[src/hdl/dgsd_defs.vh]
/*
 * register offsets, field positions, reset values, ramp divisors and
 * filter coefficients of the playback gain / soft mute / emphasis path.
 * assumes it is included by bare name; definitions only.
 */
`ifndef DGSD_DEFS_VH
`define DGSD_DEFS_VH

// register offsets
`define DGSD_OFS_POWER        8'h0b
`define DGSD_OFS_MUTE_EMPH    8'h1f
`define DGSD_OFS_GAIN         8'h1e

// field positions
`define DGSD_BIT_POWER_ON     0
`define DGSD_BIT_SPEED        10
`define DGSD_BIT_UNMUTE_RAMP  9
`define DGSD_BIT_SOFT_MUTE    3
`define DGSD_EMPH_HI          2
`define DGSD_EMPH_LO          1

// reset values
`define DGSD_RST_POWER_ON     1'h0
`define DGSD_RST_SOFT_MUTE    1'h1
`define DGSD_RST_UNMUTE_RAMP  1'h0
`define DGSD_RST_SPEED        1'h0
`define DGSD_RST_EMPH         2'h0
`define DGSD_RST_GAIN         8'hc0

// gain law
`define DGSD_VOL_UNITY        8'hc0
`define DGSD_VOL_MUTE         8'h00
`define DGSD_MANT_FRAC        15

// ramp divisors in samples, minus one
`define DGSD_RAMP_FAST_LIM    5'h01
`define DGSD_RAMP_SLOW_LIM    5'h1f

// emphasis curve codes
`define DGSD_EMPH_OFF         2'h0
`define DGSD_EMPH_32K         2'h1
`define DGSD_EMPH_44K1        2'h2
`define DGSD_EMPH_48K         2'h3

// first-order shelf, q14: y = b0*x - b1*x1 + a1*y1
`define DGSD_COEF_FRAC        14
`define DGSD_B0_32K           16'h21f9
`define DGSD_B1_32K           16'h043b
`define DGSD_A1_32K           16'h2242
`define DGSD_B0_44K1          16'h1def
`define DGSD_B1_44K1          16'h0699
`define DGSD_A1_44K1          16'h28aa
`define DGSD_B0_48K           16'h1d0f
`define DGSD_B1_48K           16'h073f
`define DGSD_A1_48K           16'h2a30

`endif

[src/hdl/dgsd_fifo.v]
/*
 * sample fifo with registered ready/valid on both sides.
 * assumes one clock, synchronous active-high reset, same-clock neighbours.
 */
`timescale 1ns/1ps
`default_nettype none

module dgsd_fifo #(
  parameter DATA_W = 24,
  parameter DEPTH  = 8,
  parameter ADDR_W = 3
) (
  input  wire              clk_i,
  input  wire              rst_i,
  input  wire [DATA_W-1:0] in_data_i,
  input  wire              in_valid_i,
  output reg               in_ready_o,
  output wire [DATA_W-1:0] out_data_o,
  output reg               out_valid_o,
  input  wire              out_ready_i
);

  reg  [DATA_W-1:0] mem [0:DEPTH-1];
  reg  [ADDR_W-1:0] wr_ptr;
  reg  [ADDR_W-1:0] rd_ptr;
  reg  [ADDR_W:0]   count;
  wire              push = in_valid_i & in_ready_o;
  wire              pop  = out_ready_i & out_valid_o;
  wire [ADDR_W:0]   next_count = count + {{ADDR_W{1'b0}}, push} - {{ADDR_W{1'b0}}, pop};
  wire [ADDR_W:0]   depth_w = DEPTH[ADDR_W:0];
  wire [ADDR_W-1:0] last_w  = DEPTH[ADDR_W-1:0] - 1'b1;

  genvar i;
  generate
    for (i = 0; i < DEPTH; i = i + 1) begin : g_entry
      localparam [ADDR_W-1:0] ENTRY_IDX = i;
      always @(posedge clk_i) begin
        if (push && (wr_ptr == ENTRY_IDX)) begin
          mem[i] <= in_data_i;
        end
      end
    end
  endgenerate

  assign out_data_o = mem[rd_ptr];

  always @(posedge clk_i) begin
    if (rst_i) begin
      wr_ptr      <= {ADDR_W{1'b0}};
      rd_ptr      <= {ADDR_W{1'b0}};
      count       <= {(ADDR_W+1){1'b0}};
      in_ready_o  <= 1'b0;
      out_valid_o <= 1'b0;
    end else begin
      if (push) begin
        wr_ptr <= (wr_ptr == last_w) ? {ADDR_W{1'b0}} : wr_ptr + 1'b1;
      end
      if (pop) begin
        rd_ptr <= (rd_ptr == last_w) ? {ADDR_W{1'b0}} : rd_ptr + 1'b1;
      end
      count       <= next_count;
      in_ready_o  <= (next_count != depth_w);
      out_valid_o <= (next_count != {(ADDR_W+1){1'b0}});
    end
  end

endmodule

`default_nettype wire

[src/hdl/dgsd_core.v]
/*
 * playback digital front end: sample fifo, digital volume with soft mute
 * ramps, optional emphasis-removal shelf and 2x interpolation toward the
 * modulator. registers are written over a simple parallel control port.
 * assumes the sample source and the modulator run on ref_clk_i.
 */
// Overview of operation
// - playback runs only while the converter power bit is set; resets to off
// - digital volume spans -71.625 dB to 0 dB in 0.375 dB steps
// - code x in 1..192 gives 0.375*(x-192) dB gain
// - code 0 silences fully; code 1 gives -71.625 dB
// - codes 193..255 are reserved and act as 0 dB
// - soft mute ramps the gain down gradually
// - unmute with ramp select 0 restores volume at once
// - unmute with ramp select 1 ramps gain up to the volume
// - speed bit 0 steps every 2 samples, 1 every 32 samples
// - full ramp at 48 kHz within 10.7 ms fast, 171 ms slow
// - ramp time proportional to the gain distance travelled
// - ramp ticks come from samples, so speed scales with rate
// - curve select: 00 off, 01 32 kHz, 10 44.1 kHz, 11 48 kHz
// - samples pass 24-bit interpolation before the modulator
`timescale 1ns/1ps
`default_nettype none
`include "dgsd_defs.vh"

module dgsd_core #(
  parameter SAMPLE_W   = 24,
  parameter FIFO_DEPTH = 8,
  parameter FIFO_AW    = 3
) (
  input  wire                ref_clk_i,
  input  wire                rst_i,
  input  wire [7:0]          reg_addr_i,
  input  wire [15:0]         reg_wdata_i,
  input  wire                reg_wr_i,
  output reg  [15:0]         reg_rdata_o,
  input  wire [SAMPLE_W-1:0] playback_serial_input_i,
  input  wire                sample_valid_i,
  output wire                sample_ready_o,
  output reg  [SAMPLE_W-1:0] mod_data_o,
  output reg                 mod_valid_o,
  input  wire                mod_ready_i
);

  ////////////////////////////////////////////////////////////////////////////
  // control registers

  reg       converter_power_on;
  reg       soft_mute;
  reg       unmute_ramp_select;
  reg       ramp_speed_select;
  reg [1:0] emphasis_curve_select;
  reg [7:0] playback_gain_code;
  reg [7:0] eff_gain;

  always @(posedge ref_clk_i) begin
    if (rst_i) begin
      converter_power_on    <= `DGSD_RST_POWER_ON;
      soft_mute             <= `DGSD_RST_SOFT_MUTE;
      unmute_ramp_select    <= `DGSD_RST_UNMUTE_RAMP;
      ramp_speed_select     <= `DGSD_RST_SPEED;
      emphasis_curve_select <= `DGSD_RST_EMPH;
      playback_gain_code    <= `DGSD_RST_GAIN;
    end else if (reg_wr_i) begin
      case (reg_addr_i)
        `DGSD_OFS_POWER: begin
          converter_power_on <= reg_wdata_i[`DGSD_BIT_POWER_ON];
        end
        `DGSD_OFS_MUTE_EMPH: begin
          ramp_speed_select     <= reg_wdata_i[`DGSD_BIT_SPEED];
          unmute_ramp_select    <= reg_wdata_i[`DGSD_BIT_UNMUTE_RAMP];
          soft_mute             <= reg_wdata_i[`DGSD_BIT_SOFT_MUTE];
          emphasis_curve_select <= reg_wdata_i[`DGSD_EMPH_HI:`DGSD_EMPH_LO];
        end
        `DGSD_OFS_GAIN: begin
          playback_gain_code <= reg_wdata_i[7:0];
        end
        default: begin
        end
      endcase
    end
  end

  // read data one cycle after the address; unmapped offsets read zero
  always @(posedge ref_clk_i) begin
    if (rst_i) begin
      reg_rdata_o <= 16'h0000;
    end else begin
      case (reg_addr_i)
        `DGSD_OFS_POWER: begin
          reg_rdata_o <= {15'h0000, converter_power_on};
        end
        `DGSD_OFS_MUTE_EMPH: begin
          reg_rdata_o <= {5'h00, ramp_speed_select, unmute_ramp_select, 5'h00,
                          soft_mute, emphasis_curve_select, 1'b0};
        end
        `DGSD_OFS_GAIN: begin
          reg_rdata_o <= {eff_gain, playback_gain_code};
        end
        default: begin
          reg_rdata_o <= 16'h0000;
        end
      endcase
    end
  end

  ////////////////////////////////////////////////////////////////////////////
  // sample fifo

  wire [SAMPLE_W-1:0] fifo_data;
  wire                fifo_valid;
  wire                fifo_pop;

  dgsd_fifo #(
    .DATA_W (SAMPLE_W),
    .DEPTH  (FIFO_DEPTH),
    .ADDR_W (FIFO_AW)
  ) u_fifo (
    .clk_i       (ref_clk_i),
    .rst_i       (rst_i),
    .in_data_i   (playback_serial_input_i),
    .in_valid_i  (sample_valid_i),
    .in_ready_o  (sample_ready_o),
    .out_data_o  (fifo_data),
    .out_valid_o (fifo_valid),
    .out_ready_i (fifo_pop)
  );

  ////////////////////////////////////////////////////////////////////////////
  // soft mute ramp

  localparam ST_IDLE = 3'h0;
  localparam ST_GAIN = 3'h1;
  localparam ST_EMPH = 3'h2;
  localparam ST_MID  = 3'h3;
  localparam ST_CUR  = 3'h4;

  reg  [2:0] state;
  reg  [4:0] ramp_cnt;
  reg        ramp_up;
  reg        soft_mute_d;

  assign fifo_pop = (state == ST_IDLE) & fifo_valid;

  // reserved codes clamp to unity
  wire [7:0] vol_target = (playback_gain_code > `DGSD_VOL_UNITY) ?
                          `DGSD_VOL_UNITY : playback_gain_code;
  wire [4:0] ramp_lim = ramp_speed_select ? `DGSD_RAMP_SLOW_LIM
                                          : `DGSD_RAMP_FAST_LIM;
  // one tick per ramp_lim+1 consumed samples
  wire       ramp_tick = fifo_pop & (ramp_cnt == ramp_lim);
  wire       unmute_edge = soft_mute_d & ~soft_mute;

  always @(posedge ref_clk_i) begin
    if (rst_i) begin
      ramp_cnt <= 5'h00;
    end else if (fifo_pop) begin
      ramp_cnt <= (ramp_cnt >= ramp_lim) ? 5'h00 : ramp_cnt + 5'h01;
    end
  end

  always @(posedge ref_clk_i) begin
    if (rst_i) begin
      eff_gain    <= `DGSD_VOL_MUTE;
      ramp_up     <= 1'b0;
      soft_mute_d <= `DGSD_RST_SOFT_MUTE;
    end else begin
      soft_mute_d <= soft_mute;
      if (soft_mute) begin
        ramp_up <= 1'b0;
        if (ramp_tick && (eff_gain != `DGSD_VOL_MUTE)) begin
          eff_gain <= eff_gain - 8'h01;
        end
      end else if (unmute_edge) begin
        if (unmute_ramp_select) begin
          ramp_up <= 1'b1;
        end else begin
          eff_gain <= vol_target;
        end
      end else if (ramp_up) begin
        if (eff_gain == vol_target) begin
          ramp_up <= 1'b0;
        end else if (ramp_tick) begin
          eff_gain <= (eff_gain < vol_target) ? eff_gain + 8'h01
                                              : eff_gain - 8'h01;
        end
      end else begin
        eff_gain <= vol_target;
      end
    end
  end

  ////////////////////////////////////////////////////////////////////////////
  // volume: 16 codes make 6 dB, so mantissa table plus a shift

  reg  signed [SAMPLE_W-1:0] x_in;
  reg  signed [SAMPLE_W-1:0] g_q;
  reg         [15:0]         mant;
  wire        [7:0]          atten = `DGSD_VOL_UNITY - eff_gain;

  always @* begin
    case (atten[3:0])
      4'h0: mant = 16'h8000;
      4'h1: mant = 16'h7a98;
      4'h2: mant = 16'h7569;
      4'h3: mant = 16'h7074;
      4'h4: mant = 16'h6bb3;
      4'h5: mant = 16'h6726;
      4'h6: mant = 16'h62ca;
      4'h7: mant = 16'h5e9d;
      4'h8: mant = 16'h5a9e;
      4'h9: mant = 16'h56ca;
      4'ha: mant = 16'h531f;
      4'hb: mant = 16'h4f9c;
      4'hc: mant = 16'h4c3f;
      4'hd: mant = 16'h4906;
      4'he: mant = 16'h45f0;
      4'hf: mant = 16'h42fc;
      default: mant = 16'h8000;
    endcase
  end

  wire signed [SAMPLE_W+16:0] gain_prod = x_in * $signed({1'b0, mant});
  wire signed [SAMPLE_W+16:0] gain_sh   = gain_prod >>> (`DGSD_MANT_FRAC + atten[7:4]);
  wire signed [SAMPLE_W-1:0]  gain_out  = (eff_gain == `DGSD_VOL_MUTE) ?
                                          {SAMPLE_W{1'b0}} : gain_sh[SAMPLE_W-1:0];

  ////////////////////////////////////////////////////////////////////////////
  // emphasis removal shelf

  reg         [15:0]         c_b0;
  reg         [15:0]         c_b1;
  reg         [15:0]         c_a1;
  reg  signed [SAMPLE_W-1:0] x1;
  reg  signed [SAMPLE_W-1:0] y1;

  always @* begin
    case (emphasis_curve_select)
      `DGSD_EMPH_32K: begin
        c_b0 = `DGSD_B0_32K;
        c_b1 = `DGSD_B1_32K;
        c_a1 = `DGSD_A1_32K;
      end
      `DGSD_EMPH_44K1: begin
        c_b0 = `DGSD_B0_44K1;
        c_b1 = `DGSD_B1_44K1;
        c_a1 = `DGSD_A1_44K1;
      end
      `DGSD_EMPH_48K: begin
        c_b0 = `DGSD_B0_48K;
        c_b1 = `DGSD_B1_48K;
        c_a1 = `DGSD_A1_48K;
      end
      default: begin
        c_b0 = 16'h0000;
        c_b1 = 16'h0000;
        c_a1 = 16'h0000;
      end
    endcase
  end

  wire signed [SAMPLE_W+16:0] p_b0 = g_q * $signed({1'b0, c_b0});
  wire signed [SAMPLE_W+16:0] p_b1 = x1  * $signed({1'b0, c_b1});
  wire signed [SAMPLE_W+16:0] p_a1 = y1  * $signed({1'b0, c_a1});
  wire signed [SAMPLE_W+17:0] iir_acc = {p_b0[SAMPLE_W+16], p_b0}
                                      - {p_b1[SAMPLE_W+16], p_b1}
                                      + {p_a1[SAMPLE_W+16], p_a1};
  wire signed [SAMPLE_W+17:0] iir_sh = iir_acc >>> `DGSD_COEF_FRAC;
  // curve off passes the gained sample untouched
  wire signed [SAMPLE_W-1:0]  y_new = (emphasis_curve_select == `DGSD_EMPH_OFF) ?
                                      g_q : iir_sh[SAMPLE_W-1:0];

  ////////////////////////////////////////////////////////////////////////////
  // 2x interpolation and modulator handshake

  reg  signed [SAMPLE_W-1:0] prev_out;
  reg  signed [SAMPLE_W-1:0] cur_out;
  wire signed [SAMPLE_W:0]   mid_sum = {prev_out[SAMPLE_W-1], prev_out}
                                     + {y_new[SAMPLE_W-1], y_new};

  always @(posedge ref_clk_i) begin
    if (rst_i) begin
      state       <= ST_IDLE;
      x_in        <= {SAMPLE_W{1'b0}};
      g_q         <= {SAMPLE_W{1'b0}};
      x1          <= {SAMPLE_W{1'b0}};
      y1          <= {SAMPLE_W{1'b0}};
      prev_out    <= {SAMPLE_W{1'b0}};
      cur_out     <= {SAMPLE_W{1'b0}};
      mod_data_o  <= {SAMPLE_W{1'b0}};
      mod_valid_o <= 1'b0;
    end else begin
      case (state)
        ST_IDLE: begin
          if (fifo_pop) begin
            if (converter_power_on) begin
              x_in  <= fifo_data;
              state <= ST_GAIN;
            end else begin
              // disabled: samples drop, history clears
              x1       <= {SAMPLE_W{1'b0}};
              y1       <= {SAMPLE_W{1'b0}};
              prev_out <= {SAMPLE_W{1'b0}};
            end
          end
        end
        ST_GAIN: begin
          g_q   <= gain_out;
          state <= ST_EMPH;
        end
        ST_EMPH: begin
          x1          <= g_q;
          y1          <= y_new;
          prev_out    <= y_new;
          cur_out     <= y_new;
          mod_data_o  <= mid_sum[SAMPLE_W:1];
          mod_valid_o <= 1'b1;
          state       <= ST_MID;
        end
        ST_MID: begin
          if (mod_ready_i) begin
            mod_data_o <= cur_out;
            state      <= ST_CUR;
          end
        end
        ST_CUR: begin
          if (mod_ready_i) begin
            mod_valid_o <= 1'b0;
            state       <= ST_IDLE;
          end
        end
        default: begin
          mod_valid_o <= 1'b0;
          state       <= ST_IDLE;
        end
      endcase
    end
  end

endmodule

`default_nettype wire

[config.mk]
export PLATFORM = sky130hd
export DESIGN_NAME = dgsd_core
export DESIGN_NICKNAME = d
export VERILOG_FILES = /design/src/hdl/dgsd_fifo.v /design/src/hdl/dgsd_core.v
export VERILOG_INCLUDE_DIRS = /design/src /design/src/hdl
export SDC_FILE = /design/constraint.sdc
export NUM_CORES = 2
export LEC_CHECK = 0
export BUFFER_PORTS_ARGS = -buffer_cell sky130_fd_sc_hd__buf_2
export CORE_MARGIN = 2
export CORE_UTILIZATION = 44
export DETAILED_ROUTE_END_ITERATION = 12
export HOLD_SLACK_MARGIN = 0.15
export PLACE_DENSITY_LB_ADDON = 0.2
export SETUP_SLACK_MARGIN = 0.3
export SLEW_MARGIN = 20
export SYNTH_ARGS = -nofsm -noshare
export SYNTH_HDL_FRONTEND = slang
export SYNTH_SLANG_ARGS = --single-unit
[constraint.sdc]
create_clock -name ref_clk_i -period 19.25 [get_ports ref_clk_i]
set_clock_uncertainty 0.1 [all_clocks]
set_input_delay 3.85 -clock ref_clk_i [delete_from_list [all_inputs] [get_ports ref_clk_i]]
set_output_delay 3.85 -clock ref_clk_i [all_outputs]
set_load 0.02 [all_outputs]
Word-level counts from Yosys, hierarchy flattened

Memory sizes are Yosys's and may differ from the RTL's. A register that Yosys moved wholly into a read port is not among the register bits.
Cells that the tools add are included.

Word-level logic and storage cells: 191
Output and inout port bits: 42
Memory bits (writable): 192
Memories: 2
ROM bits: 256
Bits in registers: 181
Input bits: 53

Memory list:

| name             | depth | width | rd ports | clocked after memory_dff | write ports | RTL line        | RTL |
|---|---|---|---|---|---|---|---|
| (name not given) | 16    | 16    | 1        | 0                        | 0           | dgsd_core.v:202 | `case (atten[3:0])` |
| u_fifo.mem       | 8     | 24    | 1        | 1                        | 1           | dgsd_fifo.v:23  | `reg [DATA_W-1:0] mem [0:DEPTH-1];` |

Multiplexer cells: 73
Equality and inequality tests: 31
Reductions and logical operators: 35
Multiply operators: 4
Magnitude comparators: 3
Shift operators: 1
Bitwise gates (word level): 7
Add/sub/neg operators: 12

Operators by type and width:

| kind                                                 | count |
|---|---|
| two-way mux 24 bit                                   | 12 |
| OR reduction 24 bit                                  | 7 |
| case mux 24 bit (2 select lines)                     | 3 |
| case mux 14 bit (3 select lines)                     | 2 |
| multiplier 24 x 15 -> 38 bit                         | 2 |
| two-way mux 8 bit                                    | 9 |
| case mux 16 bit (3 select lines)                     | 1 |
| multiplier 24 x 17 -> 41 bit                         | 1 |
| >>> shifter 41 x 5 -> 24 bit                         | 1 |
| two-way mux 3 bit                                    | 13 |
| adder 38 bit                                         | 1 |
| subtractor 38 x 36 -> 38 bit                         | 1 |
| multiplier 24 x 12 -> 36 bit                         | 1 |
| case mux 11 bit (3 select lines)                     | 1 |
| two-way mux 1 bit                                    | 28 |
| adder 24 x 24 -> 25 bit                              | 1 |
| equality test 3 bit (second input constant)          | 6 |
| equality test 8 x 5 -> 1 bit (second input constant) | 2 |
| case mux 3 bit (5 select lines)                      | 1 |
| equality test 3 x 2 -> 1 bit (second input constant) | 4 |
| != test 2 bit (second input constant)                | 6 |
| two-way mux 5 bit                                    | 2 |
| AND reduction 2 bit                                  | 5 |
| logical AND 1 bit                                    | 9 |
| other kinds (34)                                     | 47 |

Depth between registers and ports, before layout

Word-level depth: 12
Gate-level depth with buffers: 48
Depth with buffers taken out: 44

Modules after synthesis

From an unflattened synthesis, not the netlist that was laid out.

Cell total of the unflattened synthesis: 6,463
Area total of the unflattened synthesis: 62,682.6 µm²

By module, submodules not included:

| module    | seq. area each (µm²) | instances | area an instance (µm²) | cells each |
|---|---|---|---|---|
| dgsd_core | 3,863.7              | 1         | 54,656.2               | 6,100 |
| dgsd_fifo | 6,065.8              | 1         | 8,026.4                | 363 |

Worst setup path after synthesis

Ideal clock, no wire load.

Path type: reg2reg
From: register emphasis_curve_select[1]
To: register mod_data_o[22]
Data required time: 19,033 ps
Data arrival time: 10,602 ps
Setup time: 117 ps
Period minus slack after synthesis: 10,820 ps
Path slack: 8,430 ps
Buffers on the path: 5
Stages on the path, launching flop included: 44
Cells stage by stage: dfxtp_1 clkbuf_1 inv_1 ha_1 clkbuf_1 inv_1 clkbuf_1 clkbuf_1 clkbuf_1 nand2_1 inv_1 fa_1 fa_1 fa_1 fa_1 inv_1 fa_1 inv_1 (+8 left out) o21a_1 o21a_1 o21ai_0 or3b_2 nand2_1 a41oi_1 xor2_1 o21ai_0 ha_1 a21o_1 a21oi_1 nand3_1 a311oi_1 o31ai_1 and3_1 a311oi_1 nand3_1 a32o_1

Longest elaborated chain between the ends: 8
Elaborated cells on any way between the ends: 15
Classes of those cells: add/sub (3); mul (3); eq/ne (3); mux (5); reduce/logical (1)

Ends and longest elaborated chain:

| what                                                                                 | RTL line                         | RTL |
|---|---|---|
| start: declaration                                                                   | dgsd_core.v:52                   | `reg [1:0] emphasis_curve_select;` |
| start signal: assignment                                                             | dgsd_core.v:62                   | `` emphasis_curve_select <= `DGSD_RST_EMPH; `` |
| start signal: assignment                                                             | dgsd_core.v:73                   | `` emphasis_curve_select <= reg_wdata_i[`DGSD_EMPH_HI:`DGSD_EMPH_LO]; `` |
| equality test 2 bit or equality test 2 x 1 -> 1 bit (tied branches)                  | dgsd_core.v:238                  | `case (emphasis_curve_select)` |
| case mux 14 bit (3 select lines) or case mux 11 bit (3 select lines) (tied branches) | dgsd_core.v:238                  |  |
| multiplier 24 x 15 -> 38 bit or multiplier 24 x 12 -> 36 bit (tied branches)         | dgsd_core.v:262, dgsd_core.v:263 |  |
| subtractor 38 x 36 -> 38 bit                                                         | dgsd_core.v:266                  | `- {p_b1[SAMPLE_W+16], p_b1}` |
| adder 38 bit                                                                         | dgsd_core.v:267                  | `+ {p_a1[SAMPLE_W+16], p_a1};` |
| two-way mux 24 bit *                                                                 | dgsd_core.v:270                  | `` wire signed [SAMPLE_W-1:0] y_new = (emphasis_curve_select == `DGSD_EMPH_OFF) ? `` |
| via y_new[11]                                                                        | dgsd_core.v:270                  |  |
| adder 24 x 24 -> 25 bit *                                                            | dgsd_core.v:279                  | `+ {y_new[SAMPLE_W-1], y_new};` |
| case mux 24 bit (2 select lines) *                                                   | dgsd_core.v:293                  | `case (state)` |
| end signal: assignment                                                               | dgsd_core.v:290                  | `mod_data_o <= {SAMPLE_W{1'b0}};` |
| end signal: assignment                                                               | dgsd_core.v:316                  | `mod_data_o <= mid_sum[SAMPLE_W:1];` |
| end signal: assignment                                                               | dgsd_core.v:322                  | `mod_data_o <= cur_out;` |
| end: declaration                                                                     | dgsd_core.v:40                   | `output reg [SAMPLE_W-1:0] mod_data_o,` |

Mark *: on every way through the listed nets, which the timed path passes. The rest lies on a longest branch.
A chain may end at the register's enable or synchronous reset.

Final worst setup path

From: register emphasis_curve_select[0]
To: register mod_data_o[20]

Same word-level chain as after synthesis.

==> results_dict.tcl <==
set metrics [dict create \
    outcome "completed" \
    route.final.wire_length_um 165000 \
    route.detailed.vias_per_inst 5.20 \
    arrival_time_of_data_at_the_critical_path_endpoint_ns 14.14 \
    worstHoldStart "cur_out[21]" \
    fin_setup_tns_ns 0 \
    final.min_clock_period_ns 13.72 \
    max_freq_mhz 72.9 \
    cts_buffers 46 \
    ant_nets 0 \
    critical_path_class "reg2reg" \
    grtUsageMet2 0.380 \
    post_synth_edffs 192 \
    worstPathRequired_ns 19.67 \
    post_cts.repair.setup_buffers 0 \
    synth-async-reset-ratio 0 \
    cpLargestDelayFamily "adder cells" \
    path_class_of_the_lowest_slack_min_delay_path "reg2reg" \
    grt_util_met1 0.348 \
    crit_slowest_cell "or2_2" \
    fin_nets 8091 \
    drt_first_iter_violations 2895 \
    critPathBufInv 8 \
    cp_endpoint_kind "flop" \
    clock-sinks 397 \
    postSynthCellCount 6415 \
    grt_use_total 0.236 \
    met3_usage 0.0281 \
    post-dp-hpwl_um 135000 \
    synth.yosys.seq_area_share 0.159 \
    htree_levels 2 \
    globalplace.congestion 0.927 \
    place.port_buffers 88 \
    synthFlopType "dfxtp_1" \
    power.density_cell_area_nw_per_um2 36.8 \
    start_util 0.444 \
    rr_endpoint "mod_data_o[20]" \
    worstReg2RegStart "emphasis_curve_select[0]" \
    flops_latches_synth 397 \
    root_buffer "clkbuf_16" \
    cts_resized 0 \
    unrepaired_setup_endpoints_after_global_routing "false" \
    clockBufferDepth 3 \
    delay_contributed_by_the_slowest_stage_of_the_critical_path_ns 0.71 \
    num_io_pins 95 \
    routed-via-count 43106 \
    slack_of_the_worst_reg_to_reg_path_ns 5.53 \
    dp_slack_ns 5.89 \
    finalMaxSlewViolations 0 \
    latest_clock_arrival_within_the_worst_skew_pair_ns 0.68 \
    layout.core_utilization 0.473 \
    synthDistinctLibCells 92 \
    worst_setup_path_start_kind "flop" \
    max_slew_margin 0.242 \
    clkSlewWorstSetupHoldPaths_ns 0.06 \
    die-height_um 380 \
    cap_violations 0 \
    synth_area_per_cell_um2 9.68 \
    multiInputGateArea_um2 45400 \
    worstHoldEndpoint "cur_out[21]" \
    r2r.worst_path.cells 38 \
    regArea_um2 9870 \
    hold_path_depth 2 \
    floorplan.die.width_um 380 \
    path_common_cell "fa_1" \
    cts_tree "yes" \
    route.detailed.wl_per_inst_um 19.9 \
    timing.final.setup_violations 0 \
    synthesis.area_um2 62100 \
    count_of_hold_fix_buffers_inserted_at_cts 0 \
    final_clock_period_utilization_by_the_worst_path 0.713 \
    area_growth_syn_to_layout_pct 6.61 \
    coreArea_um2 140000 \
    global_route.overflow_total 0 \
    core.rowCount 137 \
    grt_pass1_vias 45527 \
    hold_violations 0 \
    number_of_antenna_violations_at_the_first_check_in_global_routing 11 \
    nFillCells 13479 \
    maximum_number_of_pins_on_one_net_before_global_route_repair 86 \
    dieArea_um2 144000 \
    drc_errors 0 \
    synth.yosys.warnings 0 \
    fin_ws_ns 5.53 \
    cellLeakagePower_nw 30.4 \
    timing.critical_path.fanout_max 52 \
    global_routing_s_busiest_layer "met2" \
    synth_nets 8139 \
    vdd_drop_max_uv 83.1 \
    worst_pin_slew_ns 1.14 \
    first_pass_grt_wire_length_um 265000 \
    dr.pass1.iters 5 \
    drive_gt1_frac 0.0578 \
]
## synth_stat cells, drive strengths merged (35+ instances only)
master  count  share of area
nand2     619          0.037
xnor2      86          0.012
nor2b      69         0.0070
mux2i      85          0.014
fa       1192           0.38
nand3      50         0.0040
and3       53         0.0053
clkbuf    215          0.013
ha        479          0.097
mux4       57          0.021
a21oi     195          0.016
nor2      240          0.015
and2      334          0.034
inv      1602          0.097
a211oi     62         0.0076
o21ai     127          0.010
dfxtp     205          0.066
a21o       47         0.0057
xor2       35         0.0049
edfxtp    192          0.093
nor3       45         0.0036
## layout make-up
type	instances	area share
Multi-Input combinational cell	4171	0.686
Antenna cell	3	0.000113
Clock inverter	25	0.00503
Clock buffer	61	0.0195
Tap cell	1876	0.0355
Timing Repair Buffer	146	0.0138
Inverter	1605	0.0910
Sequential cell	397	0.149
## worst max path at each step
stage / from / endpoint / slack (ns) / cells after the start
6_report: emphasis_curve_select[0] / mod_data_o[20] / 5.53 / 38
5_1_grt: emphasis_curve_select[0] / mod_data_o[20] / 5.00 / 38
4_1_cts: emphasis_curve_select[0] / mod_data_o[20] / 5.78 / 38
3_5_place_dp: emphasis_curve_select[0] / mod_data_o[20] / 5.89 / 38
3_3_place_gp: emphasis_curve_select[0] / mod_data_o[22] / 5.98 / 38
2_1_floorplan: emphasis_curve_select[1] / mod_data_o[22] / 8.43 / 43
## cells by family (layout without fill, tap and decap cells)
kind of cell / Yosys count / after routing / synth area share
xor+xnor: 121 / 121 / 0.0171
fa+ha+maj: 1671 / 1671 / 0.481
mux: 158 / 158 / 0.0373
other cells: 0 / 3 / 0
buf+inv: 1847 / 1837 / 0.112
simple gates: 1523 / 1523 / 0.118
compound gates: 698 / 698 / 0.0761
flops: 397 / 397 / 0.159
## report_power, final
group / internal, mW / switching, mW / total (mW)
clock: 0.535 / 0.402 / 0.937
combinational: 0.202 / 0.363 / 0.565
sequential: 0.916 / 0.0215 / 0.937
## metal layers
layer,up-vias,share of wire
met4,4,0.015
met3,142,0.057
met1,22096,0.46
met2,1056,0.46
li1,19808,-
met5,-,0.00014
## worst min-delay path, stage by stage (launching register included)
cell	delay, ns
dfxtp_1	0.31
nand2_1	0.05
a21oi_1	0.05
## sequential cells by signal, summed over array words and instances (netlist names), 3 cells and up
register,count
cur_out,24
eff_gain,8
g_q,24
mod_data_o,24
playback_gain_code,8
prev_out,24
ramp_cnt,5
reg_rdata_o,16
state,3
u_fifo.count,4
u_fifo.mem,192
u_fifo.rd_ptr,3
u_fifo.wr_ptr,3
x1,24
x_in,24
## layout by cell type, fill, tap and decap left out, types with 18 or more instances in the layout
cell / Yosys / final
nor2_1: 240 / 239
dfxtp_1: 205 / 203
a22oi_1: 33 / 33
xnor2_1: 86 / 82
a211oi_1: 61 / 61
mux4_2: 57 / 57
o21a_1: 18 / 18
edfxtp_1: 192 / 192
nor2b_1: 69 / 69
a21o_1: 47 / 47
a31oi_1: 29 / 29
and3_1: 53 / 45
nand3_1: 50 / 50
inv_1: 1599 / 1597
buf_4: 0 / 56
clkbuf_16: 0 / 47
fa_1: 1192 / 1192
ha_1: 479 / 474
xor2_1: 35 / 34
buf_2: 9 / 87
mux2i_1: 85 / 84
and2_1: 332 / 330
o21ai_0: 122 / 118
a21oi_1: 195 / 188
nor3_1: 45 / 44
nand2_1: 619 / 619
nand4_1: 28 / 28
## metrics by stage
step	instances	total power [mW]	hold WS (ns)	cell area, um^2
after CTS	8280	2.45	0.358	66200
final	8284	2.44	0.356	66200
after floorplan	6415	1.34	0.333	62100
after global routing	8282	2.55	0.376	66200
after global placement	8194	1.51	0.344	64500
after detailed placement	8194	1.51	0.350	64500
Power figures use the tool's default switching activity.
